File: config.mk
export PLATFORM = sky130hd
export DESIGN_NAME = mmf_fault_supervisor
export DESIGN_NICKNAME = d
export VERILOG_FILES = /design/src/inc/mmf_pkg.sv /design/src/hw/mmf_freq_filter.sv /design/src/hw/mmf_fault_supervisor.sv
export SDC_FILE = /design/constraint.sdc
export NUM_CORES = 1
export LEC_CHECK = 0
export BUFFER_PORTS_ARGS = -buffer_cell sky130_fd_sc_hd__buf_2
export CAP_MARGIN = 40
export CORE_MARGIN = 1.5
export CORE_UTILIZATION = 35
export DETAILED_ROUTE_END_ITERATION = 7
export GPL_ROUTABILITY_DRIVEN = 0
export PLACE_DENSITY = 0.52
export SYNTH_ARGS = -nofsm -noshare
export SYNTH_HDL_FRONTEND = slang
export SYNTH_SLANG_ARGS = --single-unit
File: constraint.sdc
create_clock -name clk -period 6.4 [get_ports clk]
set_input_delay 0.64 -clock clk [delete_from_list [all_inputs] [get_ports clk]]
set_output_delay 0.64 -clock clk [all_outputs]
set_load 0.02 [all_outputs]
File: src/inc/mmf_pkg.sv
// Purpose: Shared constants and types of the motion monitor fault supervision core
// Assumes: 40 MHz system clock
// Notes: Fault injection and overlap codes are the configured setting values
`default_nettype none
package mmf_pkg;
    localparam int CLK_HZ = 40_000_000;
    localparam int HZ_PER_KHZ = 1000;
    localparam int HZ_PER_MHZ = 1_000_000;
    localparam int TICK_MS_CYC = CLK_HZ / HZ_PER_KHZ;
    localparam int MIN_FILT_US = 100;
    localparam int MIN_FILT_CYC = (CLK_HZ / HZ_PER_MHZ) * MIN_FILT_US;

    localparam int POS_W = 32;
    localparam int LIM_W = 24;
    localparam int FREQ_W = 24;
    localparam int FILT_W = 10;
    localparam int ERR_W = 21;
    localparam int PUD_W = 15;
    localparam int CAS_W = 17;
    localparam int MSCNT_W = 16;
    localparam int GAP_W = 12;
    localparam int QCNT_W = 5;
    localparam int NUM_SENS = 2;

    localparam logic [PUD_W-1:0] PUD_DEFAULT_MS = 15'h0064;
    localparam logic [1:0] FI_FORCE = 2'h0;
    localparam logic [1:0] FI_NORMAL = 2'h1;
    localparam logic [1:0] FI_CLEAR = 2'h2;
    localparam logic [1:0] OVL_OFF = 2'h0;
    localparam logic [1:0] OVL_LOW = 2'h1;
    localparam logic [1:0] OVL_HIGH = 2'h2;
    localparam logic [1:0] TYPE_SINGLE_DIR = 2'h3;
    localparam int ERR_BIT_POS = 0;
    localparam int ERR_BIT_OVL = 1;
    localparam logic [GAP_W-1:0] GAP_LAST = GAP_W'(MIN_FILT_CYC - 1);
    localparam logic [QCNT_W-1:0] QCNT_LAST = QCNT_W'(FREQ_W - 1);

    typedef struct packed {
        logic prog_mode;
        logic cascade_mode;
        logic [1:0] fault_injection_setting;
        logic [LIM_W-1:0] pos_limit;
        logic [PUD_W-1:0] powerup_delay_ms;
        logic [CAS_W-1:0] cascade_delay_ms;
        logic [FILT_W-1:0] filter_strength;
        logic [ERR_W-1:0] store_mask;
        logic [1:0] overlap_mode;
        logic [1:0] sensor_input_type1;
        logic [1:0] sensor_input_type2;
    } mmf_cfg_s;

    typedef struct packed {
        logic [ERR_W-1:0] err_status;
        logic error_out;
        logic stored_error_at_startup;
        logic eval_active;
    } mmf_status_s;
endpackage : mmf_pkg
`default_nettype wire

File: src/hw/mmf_freq_filter.sv
// Purpose: First-order smoothing of one measured input frequency
// Assumes: freq_stb marks a new measurement, per sampling time or per period
// Notes: Serial divider, updates spaced at least 100 us apart
`timescale 1ns/1ps
`default_nettype none
module mmf_freq_filter (
    input wire logic clk,
    input wire logic rst_n,
    input wire logic [mmf_pkg::FREQ_W-1:0] freq_in,
    input wire logic freq_stb,
    input wire logic [mmf_pkg::FILT_W-1:0] strength,
    output logic [mmf_pkg::FREQ_W-1:0] freq_out,
    output logic busy
);
    import mmf_pkg::*;

    typedef enum logic [1:0] {FS_IDLE, FS_DIV, FS_APPLY} mmf_fs_e;

    mmf_fs_e state;
    logic [FREQ_W-1:0] sample;
    logic pend;
    logic [GAP_W-1:0] gap;
    logic [FREQ_W-1:0] dividend;
    logic [FREQ_W-1:0] quot;
    logic [FILT_W:0] rem;
    logic [QCNT_W-1:0] bit_cnt;
    logic up;
    logic start;
    logic [FILT_W:0] next_rem_sh;
    logic next_qbit;
    logic [FREQ_W-1:0] step;

    assign start = (state == FS_IDLE) && pend && (gap == GAP_LAST);
    assign busy = (state != FS_IDLE);

    always_comb
    begin
        next_rem_sh = {rem[FILT_W-1:0], dividend[FREQ_W-1]};
        next_qbit = (next_rem_sh >= {1'b0, strength});
        step = (quot == '0 && sample != freq_out) ? FREQ_W'(1) : quot;
    end

    // Newest measurement wins while one is waiting
    always_ff @(posedge clk or negedge rst_n)
    begin
        if (!rst_n)
        begin
            sample <= '0;
            pend <= 1'b0;
        end
        else if (freq_stb)
        begin
            sample <= freq_in;
            pend <= 1'b1;
        end
        else if (start)
            pend <= 1'b0;
    end

    // Floor on update spacing keeps the filter time above 100 us
    always_ff @(posedge clk or negedge rst_n)
    begin
        if (!rst_n)
            gap <= '0;
        else if (start)
            gap <= '0;
        else if (gap != GAP_LAST)
            gap <= gap + GAP_W'(1);
    end

    always_ff @(posedge clk or negedge rst_n)
    begin
        if (!rst_n)
        begin
            state <= FS_IDLE;
            freq_out <= '0;
            dividend <= '0;
            quot <= '0;
            rem <= '0;
            bit_cnt <= '0;
            up <= 1'b0;
        end
        else
        begin
            case (state)
                FS_IDLE:
                begin
                    if (start && strength == '0)
                        freq_out <= sample;
                    else if (start)
                    begin
                        // Step of diff/strength per update: 63 % after strength updates
                        up <= (sample >= freq_out);
                        dividend <= (sample >= freq_out) ? sample - freq_out : freq_out - sample;
                        quot <= '0;
                        rem <= '0;
                        bit_cnt <= '0;
                        state <= FS_DIV;
                    end
                end
                FS_DIV:
                begin
                    rem <= next_qbit ? next_rem_sh - {1'b0, strength} : next_rem_sh;
                    quot <= {quot[FREQ_W-2:0], next_qbit};
                    dividend <= {dividend[FREQ_W-2:0], 1'b0};
                    bit_cnt <= bit_cnt + QCNT_W'(1);
                    if (bit_cnt == QCNT_LAST)
                        state <= FS_APPLY;
                end
                FS_APPLY:
                begin
                    // Minimum step of one so the final value is reached
                    freq_out <= up ? freq_out + step : freq_out - step;
                    state <= FS_IDLE;
                end
                default:
                    state <= FS_IDLE;
            endcase
        end
    end
endmodule : mmf_freq_filter
`default_nettype wire

File: src/hw/mmf_fault_supervisor.sv
// Purpose: Fault supervision and input conditioning of a two-sensor motion monitor
// Assumes: Positions and frequencies come from same-clock counters; sensor A levels are pins
// Notes: Stored error record lives outside; this block reads it at reset and requests writes
`timescale 1ns/1ps
`default_nettype none
// Functional notes
// - Flag error when sensor position difference exceeds limit either direction.
// - Zero position limit disables position deviation detection entirely.
// - Fault injection setting only honoured while in programming mode.
// - Fault injection value zero forces the error status; the code forces only error_out and leaves err_status as it is.
// - Fault injection value two clears every reported error; errors detected in that same cycle stay latched.
// - Evaluation starts only after power-up delay; default one tenth second.
// - Filter strength zero passes frequency unsmoothed; higher means stronger smoothing.
// - Fast inputs: 63/95/100 percent after 1/3/5 sample time times strength.
// - Slow inputs: time constant is period times strength.
// - Filter time never below about 100 us.
// - Store mask selects error classes kept across power-down; zero stores none.
// - At initialisation flag startup error if masked error was stored.
// - Stored errors show in error status whatever their cause now.
// - Overlap check only when both inputs single-lane type three; zero disables.
// - Overlap one flags both low, overlap two flags both high.
// - Separate power-on delay applies in cascade mode.
module mmf_fault_supervisor #(
    parameter int MS_CYCLES = mmf_pkg::TICK_MS_CYC
) (
    input wire logic clk,
    input wire logic rst_n,
    input wire mmf_pkg::mmf_cfg_s cfg,
    input wire logic signed [mmf_pkg::POS_W-1:0] pos1,
    input wire logic signed [mmf_pkg::POS_W-1:0] pos2,
    input wire logic sens_a1_pin,
    input wire logic sens_a2_pin,
    input wire logic [mmf_pkg::ERR_W-1:0] ext_err,
    input wire logic [mmf_pkg::NUM_SENS-1:0][mmf_pkg::FREQ_W-1:0] freq_raw,
    input wire logic [mmf_pkg::NUM_SENS-1:0] freq_stb,
    input wire logic [mmf_pkg::ERR_W-1:0] nv_saved,
    output mmf_pkg::mmf_status_s status,
    output logic [mmf_pkg::NUM_SENS-1:0][mmf_pkg::FREQ_W-1:0] freq_filt,
    output logic [mmf_pkg::NUM_SENS-1:0] filt_busy,
    output logic [mmf_pkg::ERR_W-1:0] nv_data,
    output logic nv_wr
);
    import mmf_pkg::*;

    typedef enum logic [1:0] {ST_INIT, ST_WAIT, ST_RUN} mmf_st_e;

    mmf_st_e state;
    logic [1:0] a1_sync;
    logic [1:0] a2_sync;
    logic [MSCNT_W-1:0] ms_cnt;
    logic [CAS_W-1:0] ms_elapsed;
    logic [CAS_W-1:0] delay_ms;
    logic ms_tick;
    logic eval;
    logic [1:0] fi_eff;
    logic clear_req;
    logic force_req;
    logic signed [POS_W:0] pos_diff;
    logic signed [POS_W:0] lim_s;
    logic pos_err;
    logic ovl_armed;
    logic ovl_err;
    logic [ERR_W-1:0] detect;
    logic [ERR_W-1:0] latched;
    logic [ERR_W-1:0] stored;
    logic [ERR_W-1:0] to_store;
    logic startup_err;
    logic error_out;

    // Pin levels pass two flops before any logic looks at them
    always_ff @(posedge clk or negedge rst_n)
    begin
        if (!rst_n)
        begin
            a1_sync <= 2'h0;
            a2_sync <= 2'h0;
        end
        else
        begin
            a1_sync <= {a1_sync[0], sens_a1_pin};
            a2_sync <= {a2_sync[0], sens_a2_pin};
        end
    end

    // Programming mode gates the injection setting; outside it acts as normal
    assign fi_eff = cfg.prog_mode ? cfg.fault_injection_setting : FI_NORMAL;
    assign force_req = (fi_eff == FI_FORCE);
    assign clear_req = (fi_eff == FI_CLEAR);

    assign delay_ms = cfg.cascade_mode ? cfg.cascade_delay_ms : CAS_W'(cfg.powerup_delay_ms);
    assign ms_tick = (ms_cnt == MSCNT_W'(MS_CYCLES - 1));
    assign eval = (state == ST_RUN);

    // Millisecond time base for the start-up delays
    always_ff @(posedge clk or negedge rst_n)
    begin
        if (!rst_n)
            ms_cnt <= '0;
        else if (ms_tick || state != ST_WAIT)
            ms_cnt <= '0;
        else
            ms_cnt <= ms_cnt + MSCNT_W'(1);
    end

    always_ff @(posedge clk or negedge rst_n)
    begin
        if (!rst_n)
            ms_elapsed <= '0;
        else if (state == ST_WAIT && ms_tick && ms_elapsed != '1)
            ms_elapsed <= ms_elapsed + CAS_W'(1);
    end

    // Record is read once in the cycle after reset release
    always_ff @(posedge clk or negedge rst_n)
    begin
        if (!rst_n)
            state <= ST_INIT;
        else
        begin
            case (state)
                ST_INIT:
                    state <= ST_WAIT;
                ST_WAIT:
                    if (ms_elapsed >= delay_ms)
                        state <= ST_RUN;
                ST_RUN:
                    state <= ST_RUN;
                default:
                    state <= ST_INIT;
            endcase
        end
    end

    // Sign-extended compare avoids wrap at the position range ends
    assign pos_diff = {pos1[POS_W-1], pos1} - {pos2[POS_W-1], pos2};
    assign lim_s = signed'({{(POS_W + 1 - LIM_W){1'b0}}, cfg.pos_limit});
    assign pos_err = eval && (cfg.pos_limit != '0) && ((pos_diff > lim_s) || (pos_diff < -lim_s));

    assign ovl_armed = (cfg.sensor_input_type1 == TYPE_SINGLE_DIR) && (cfg.sensor_input_type2 == TYPE_SINGLE_DIR);
    always_comb
    begin
        ovl_err = 1'b0;
        if (eval && ovl_armed)
        begin
            case (cfg.overlap_mode)
                OVL_LOW: ovl_err = !a1_sync[1] && !a2_sync[1];
                OVL_HIGH: ovl_err = a1_sync[1] && a2_sync[1];
                default: ovl_err = 1'b0;
            endcase
        end
    end

    always_comb
    begin
        detect = eval ? ext_err : '0;
        detect[ERR_BIT_POS] = pos_err;
        detect[ERR_BIT_OVL] = ovl_err;
    end

    // New detections win over a clear in the same cycle
    always_ff @(posedge clk or negedge rst_n)
    begin
        if (!rst_n)
            latched <= '0;
        else if (clear_req)
            latched <= detect;
        else
            latched <= latched | detect;
    end

    // Stored classes are loaded at start-up and held in the status
    always_ff @(posedge clk or negedge rst_n)
    begin
        if (!rst_n)
            stored <= '0;
        else if (state == ST_INIT)
            stored <= nv_saved & cfg.store_mask;
        else if (clear_req)
            stored <= '0;
    end

    always_ff @(posedge clk or negedge rst_n)
    begin
        if (!rst_n)
            startup_err <= 1'b0;
        else if (state == ST_INIT)
            startup_err <= |(nv_saved & cfg.store_mask);
        else if (clear_req)
            startup_err <= 1'b0;
    end

    // Record updates: add newly latched masked classes, or on clear keep only masked classes detected that cycle
    assign to_store = (latched | detect) & cfg.store_mask;
    always_ff @(posedge clk or negedge rst_n)
    begin
        if (!rst_n)
        begin
            nv_data <= '0;
            nv_wr <= 1'b0;
        end
        else if (state == ST_INIT)
        begin
            nv_data <= nv_saved;
            nv_wr <= 1'b0;
        end
        else if (clear_req && nv_data != (detect & cfg.store_mask))
        begin
            nv_data <= detect & cfg.store_mask;
            nv_wr <= 1'b1;
        end
        else if (!clear_req && (to_store & ~nv_data) != '0)
        begin
            nv_data <= nv_data | to_store;
            nv_wr <= 1'b1;
        end
        else
            nv_wr <= 1'b0;
    end

    always_ff @(posedge clk or negedge rst_n)
    begin
        if (!rst_n)
            error_out <= 1'b0;
        else
            error_out <= force_req || ((latched | stored) != '0);
    end

    assign status.err_status = latched | stored;
    assign status.error_out = error_out;
    assign status.stored_error_at_startup = startup_err;
    assign status.eval_active = eval;

    // Both channels use the same filter; strength is shared
    genvar g;
    generate
        for (g = 0; g < NUM_SENS; g++)
        begin : g_filt
            mmf_freq_filter u_filt (
                .clk(clk),
                .rst_n(rst_n),
                .freq_in(freq_raw[g]),
                .freq_stb(freq_stb[g]),
                .strength(cfg.filter_strength),
                .freq_out(freq_filt[g]),
                .busy(filt_busy[g])
            );
        end
    endgenerate
endmodule : mmf_fault_supervisor
`default_nettype wire

==> results.cfg, run 1 <==
[cells_and_area]
final_common_cell = dfrtp_1
area_growth_pct = 16.3
nets = 4240
layout-drive-gt1-share_pct = 15.3
utilization_pct = 41.2
diodes = 0
fillers = 8280
final_cell_mix = dfrtp_1, buf_2, nand2_1

[setup_path]
ff2ff_path_depth = 22
startpoint = g_filt[0].u_filt.quot[7]
crit_chain = nor4_1, nor2b_1, and3_1, nand4_1, a41oi_1, nor2_1, ha_1, mux2_2, ha_1, a21o_1, a21oi_1, o21bai_1, a21oi_1, o21a_1, o21ai_0, o41a_1, a41oi_1, a21oi_1, or4_1, a31oi_1, xnor2_1, mux2i_1
cp_num_buf_inv = 0
crit_type = register to register
critPathTopFamily = compound AO/OA/AOI/OAI gates
slowest_stage = dfrtp_1
reg2reg_from = g_filt[0].u_filt.quot[7]
worstReg2RegEnd = g_filt[0].u_filt.freq_out[23]
cp_max_fo = 6
worst-path-stages = 22
cp-end-kind = register
cpPeakStageDelay_ns = 0.45
start_kind = register
crit_top_cell = a21oi_1
cp-endpoint = g_filt[0].u_filt.freq_out[23]
required_ns = 6.81
crit_arrival_ns = 6.34
reg2reg_slack_ns = 0.47

[run_status]
status = completed

[logic_synthesis]
synthTopCellsByArea = dfrtp_1, ha_1, o21ai_0, nand2_1, xnor2_1
yosysSeqAreaShare_pct = 31.5
post_synth_instance_area_um2 = 28500
synth_seq_cells = 359
syn_inst = 3371
yosysTopAreaCell = dfrtp_1
yosysTopAreaCellShare_pct = 31.5
ys.flop_type = dfrtp_1
async_reset_ff_share_pct = 100
synth_enable_flop_cells = 0
syn_nets = 3915
synth_cell_types = 80
synth_warnings = 0
avgSynthCellArea_um2 = 8.46

[timing]
worstMarginPinSlew_ns = 0.830
rsz0062_at_grt = no
period_needed_ns = 5.93
setup_viol = 0
hold_violations = 0
finalClockSkew_ns = 0.0310
drv_slew = 0
whs_ns = 0.0297
fmax_mhz = 169
relSlewSlack_pct = 44.2
fin_crit_sh_pct = 92.6

[floorplanning]
initial_utilization_pct = 35.4
die_width_um = 288
core_um2 = 80500
die_y_um = 288
dieArea_um2 = 83200
rows = 104
io-pin-count = 353

[clock_network]
cts_max_level = 2
clk_pin_slew_ns = 0.06
postCtsSetupBuffers = 0
cts_buffers = 46
insertion_delay_ns = 0.57
cts-root-buf = clkbuf_16
clock_path_buffers = 3
cts_tree = yes
clkSinkCount = 359

[global_route]
grt_start_max_net_pins = 126
track_usage_pct = 19.8
grt_antenna_before_repair = 5
grt_pass1_vias = 24313
grt-ovfl-total = 0
grt_pass1_wl_um = 133000

[place]
numPortBuffers = 350
hpwl_um = 65000

[min_path]
min_path_type = input pin to async pin

[power_and_ir_drop]
p_leak_nw = 15.6
p_per_area_nw_per_um2 = 408
ir_drop_uv = 249

[drt]
finalWirelength_um = 84000
vias = 25213
drtAntennaViolNets = 0
first_iter_violations = 1346
vias_per_cell = 5.27
firstDrtPassIters = 7
post_drt_wl_per_cell_um = 17.5
drc_errors = 0

[run]
cap_violations = 0
==> stage by stage <==
| stage | std cells | power (W) | cell area (um2) | setup TNS, ns | worst slack, ns |
|---|---|---|---|---|---|
| finish | 4784 | 0.0135 | 33200 | 0 | 0.473 |
| global route | 4784 | 0.0147 | 33200 | 0 | 0.0117 |
| CTS | 4784 | 0.0136 | 33200 | 0 | 0.432 |
| detailed placement | 4708 | 0.0110 | 31700 | -3.26 | -0.203 |
| global placement | 4704 | 0.0110 | 31600 | -1.32 | -0.0775 |
| floorplan | 3371 | 0.00875 | 28500 | 0 | 0.860 |
==> state kept, by name, summed over array words and instances, names as in the netlist, 17 cells and up <==
register                cells
nv_data                    21
g_filt.u_filt.freq_out     48
g_filt.u_filt.quot         48
g_filt.u_filt.gap          24
stored                     21
latched                    21
g_filt.u_filt.rem          20
g_filt.u_filt.dividend     48
ms_elapsed                 17
g_filt.u_filt.sample       48
==> worst min-delay path by stage <==
| stage | slack (ns) | endpoint | from | cells past startpoint |
|---|---|---|---|---|
| CTS | 0.02 | g_filt[1].u_filt.freq_out[2] | rst_n | 1 |
| global route | 0.05 | g_filt[1].u_filt.freq_out[2] | rst_n | 1 |
| global placement | 0.33 | a1_sync[1] | a1_sync[0] | 0 |
| floorplan | 0.33 | a1_sync[1] | a1_sync[0] | 0 |
| finish | 0.03 | g_filt[1].u_filt.freq_out[2] | rst_n | 1 |
| detailed placement | 0.34 | a2_sync[1] | a2_sync[0] | 0 |
==> timing repair <==
action,CTS,global route
gates resized for setup,0,2
endpoints found under the setup margin,0,2
hold buffers,0,0
==> final cells by class <==
type | instances | area [um2] | share of cell area (%)
multi-input cells | 2627 | 18100 | 54.6
flip-flops and latches | 359 | 8980 | 27.1
repair buffers | 422 | 2380 | 7.17
well taps | 1060 | 1330 | 4.00
clock buffers | 64 | 1310 | 3.95
inverters | 240 | 901 | 2.72
clock inverters | 12 | 158 | 0.475
==> metal layers <==
metal  track usage [%]  vias up  wire length [um]
li1                  -    12688                 -
met1              26.3    11971             38000
met4              3.91       10              1430
met3              2.77       93              3520
met5                 0        -                65
met2              34.4      451             40900
==> synthesized netlist by cell type (all sizes together), types with 22 or more instances <==
library cell / n
dfrtp: 359
nand2: 332
o21ai: 301
ha: 278
inv: 240
a21oi: 220
nor2: 217
xnor2: 139
clkbuf: 123
nand3: 103
a21o: 99
xor2: 98
mux2i: 97
nor3: 61
nand4: 58
a22o: 54
a211oi: 36
and2: 34
nor2b: 34
o21bai: 32
and3: 30
a31oi: 28
nand2b: 28
or2: 28
nor4: 27
o21a: 23
buf: 22
==> worst reg2reg max path: cells and delay by family, from the launching register on <==
kind            cells  cell delay (ns)
xor+xnor            1             0.15
compound gates     11             2.55
mux                 2             0.39
flops               1             0.45
fa+ha+maj           2             0.56
simple gates        6             1.66
==> kinds of logic after synthesis <==
logic type | share of synthesized area [%]
AOI/OAI and AO/OA | 22.2
DFF | 31.5
xor gates and xnor gates | 7.28
adders and majority gates | 12.9
buffers and inverters | 5.20
muxes | 3.96
and+or+nand+nor | 16.9
==> report_power, final <==
part	switching [W]	leakage, nW	total (W)	internal, W
Clock	0.00102	0.712	0.00255	0.00154
Combinational	0.00437	10.5	0.00752	0.00315
Sequential	0.000635	4.44	0.00345	0.00281
Total	0.00603	15.6	0.0135	0.00749
Power figures use the tool's default switching activity.
==> run 2, diff against run 1 <==
- CORE_UTILIZATION: 35 -> 45
- PLACE_DENSITY: 0.52 -> 0.63
==> run 2 against run 1 <==
  * Clock power rose by 7%
  * Clock-buffer cell count fell by 5
  * Fmax fell by 0.47%
  * Global-route usage rose by 4.1 points
  * Setup slack got worse by 0.028 ns
  * Via count rose by 0.90%
==> results.cfg, run 2 (same netlist as run 1, synthesis figures left out) <==
[power_and_ir_drop]
power_w = 0.0136
p_per_area_nw_per_um2 = 413
p_leak_nw = 15.6
ir_drop_uv = 331

[global_route]
track_usage_pct = 23.9
grt_pass1_vias = 23884
grt-ovfl-total = 0
grt_antenna_before_repair = 8
grt_start_max_net_pins = 169
grt_pass1_wl_um = 126000

[drt]
post_drt_wl_per_cell_um = 17.3
firstDrtPassIters = 7
vias_per_cell = 5.57
drc_errors = 0
vias = 25440
drtAntennaViolNets = 0
finalWirelength_um = 79100
first_iter_violations = 1730

[timing]
worstMarginPinSlew_ns = 0.913
whs_ns = 0.00837
setup_viol = 0
relSlewSlack_pct = 39.1
period_needed_ns = 5.96
drv_slew = 0
rsz0062_at_grt = no
fin_crit_sh_pct = 93.0
finalClockSkew_ns = 0.0406
hold_violations = 0
fmax_mhz = 168

[run]
cap_violations = 0

[cells_and_area]
final_common_cell = dfrtp_1
area_growth_pct = 15.6
final_cell_mix = dfrtp_1, buf_2, nand2_1
fillers = 6026
utilization_pct = 52.4
nets = 4228
layout-drive-gt1-share_pct = 15.2
instances_no_fill = 4566

[clock_network]
insertion_delay_ns = 0.60
clk_pin_slew_ns = 0.06
cts_tree = yes
clkSinkCount = 359
cts_max_level = 2
clock_path_buffers = 3
cts_buffers = 45
cts-root-buf = clkbuf_16
ctsResizeCount = 0

[floorplanning]
io-pin-count = 353
initial_utilization_pct = 45.4
dieArea_um2 = 64900
die_width_um = 255
die_y_um = 255
rows = 92
core_um2 = 62900

[setup_path]
reg2reg_slack_ns = 0.44
cp_max_fo = 6
crit_type = register to register
crit_arrival_ns = 6.39
required_ns = 6.83
start_kind = register
cp-end-kind = register

[place]
hpwl_um = 60100
numPortBuffers = 350
dp.cells = 4482

[min_path]
min_path_type = input pin to async pin

[run_status]
status = completed
run 2: cell types whose count changed in the layout (fill, tap and decap cells not counted), sizes merged:
cell,previous run,this run
buf,422,409
bufinv,3,6
clkbuf,64,59
clkdlybuf4s15,0,2
clkinv,5,6
clkinvlp,3,5
diode,0,3
inv,241,244
run 2: stage by stage:
| stage | worst slack, ns | cell area [um2] | setup TNS [ns] |
|---|---|---|---|
| after CTS | 0.503 | 32900 | 0 |
| after global routing | 0.0160 | 33000 | 0 |
| after floorplan | 0.860 | 28500 | 0 |
| final | 0.445 | 33000 | 0 |
| after detailed placement | -0.0761 | 31300 | -1.10 |
| after global placement | -0.00191 | 31300 | -0.00237 |
run 2: final timing paths:
| kind | from | endpoint | cells after the start |
|---|---|---|---|
| max | g_filt[0].u_filt.freq_out[19] | g_filt[0].u_filt.freq_out[22] | 24 |
| min | rst_n | g_filt[0].u_filt.sample[20] | 1 |
| max reg2reg | g_filt[0].u_filt.freq_out[19] | g_filt[0].u_filt.freq_out[22] | 24 |
| min reg2reg | a2_sync[0] | a2_sync[1] | 0 |
| max in group asynchronous | rst_n | g_filt[1].u_filt.sample[18] | 2 |
| min in group clk | sens_a2_pin | a2_sync[0] | 1 |
run 2: worst max-delay path: stages, from the launching register on:
cell and delay (ns):
dfrtp_1 0.44, inv_1 0.07, ha_1 0.41, and2_1 0.20, nand3_1 0.13, nor2_1 0.30, a41oi_1 0.17, nor2_1 0.20
ha_1 0.26, mux2_2 0.30, fa_1 0.46, a21o_1 0.19, a21oi_1 0.21, o21bai_1 0.09, a21oi_1 0.23, o21bai_1 0.10
a21oi_1 0.34, o31ai_1 0.17, o41ai_1 0.30, buf_4 0.19, o21ai_0 0.13, or4_1 0.43, a31oi_1 0.24, xor2_1 0.16
mux2i_1 0.09
run 2: layout make-up:
class / count / area, um2 / share of cell area, %
sequential: 359 / 8980 / 27.3
timing repair buffer: 411 / 2320 / 7.05
clock buffer: 59 / 1280 / 3.88
clock inverter: 21 / 305 / 0.926
antenna: 3 / 7.51 / 0.0228
tap: 846 / 1060 / 3.21
inverter: 240 / 901 / 2.73
multi-input combinational: 2627 / 18100 / 54.9
run 2: routing by layer:
| layer | wire length, um | global-route usage [%] |
|---|---|---|
| met4 | 1890 | 6.42 |
| met1 | 36700 | 33.0 |
| met2 | 36400 | 39.0 |
| met5 | 41 | 0 |
| met3 | 4080 | 3.43 |
run 2: power breakdown:
part,switching (W),total [W],internal (W)
Clock,0.00107,0.00273,0.00166
Sequential,0.000633,0.00344,0.00281
Combinational,0.00432,0.00746,0.00313
Total,0.00603,0.0136,0.00760
run 2: repair_timing:
action / CTS / global route
endpoints found under the hold margin: 0 / 0
setup endpoints to repair: 0 / 19
buffers inserted: 0 / 1
hold buffers: 0 / 0
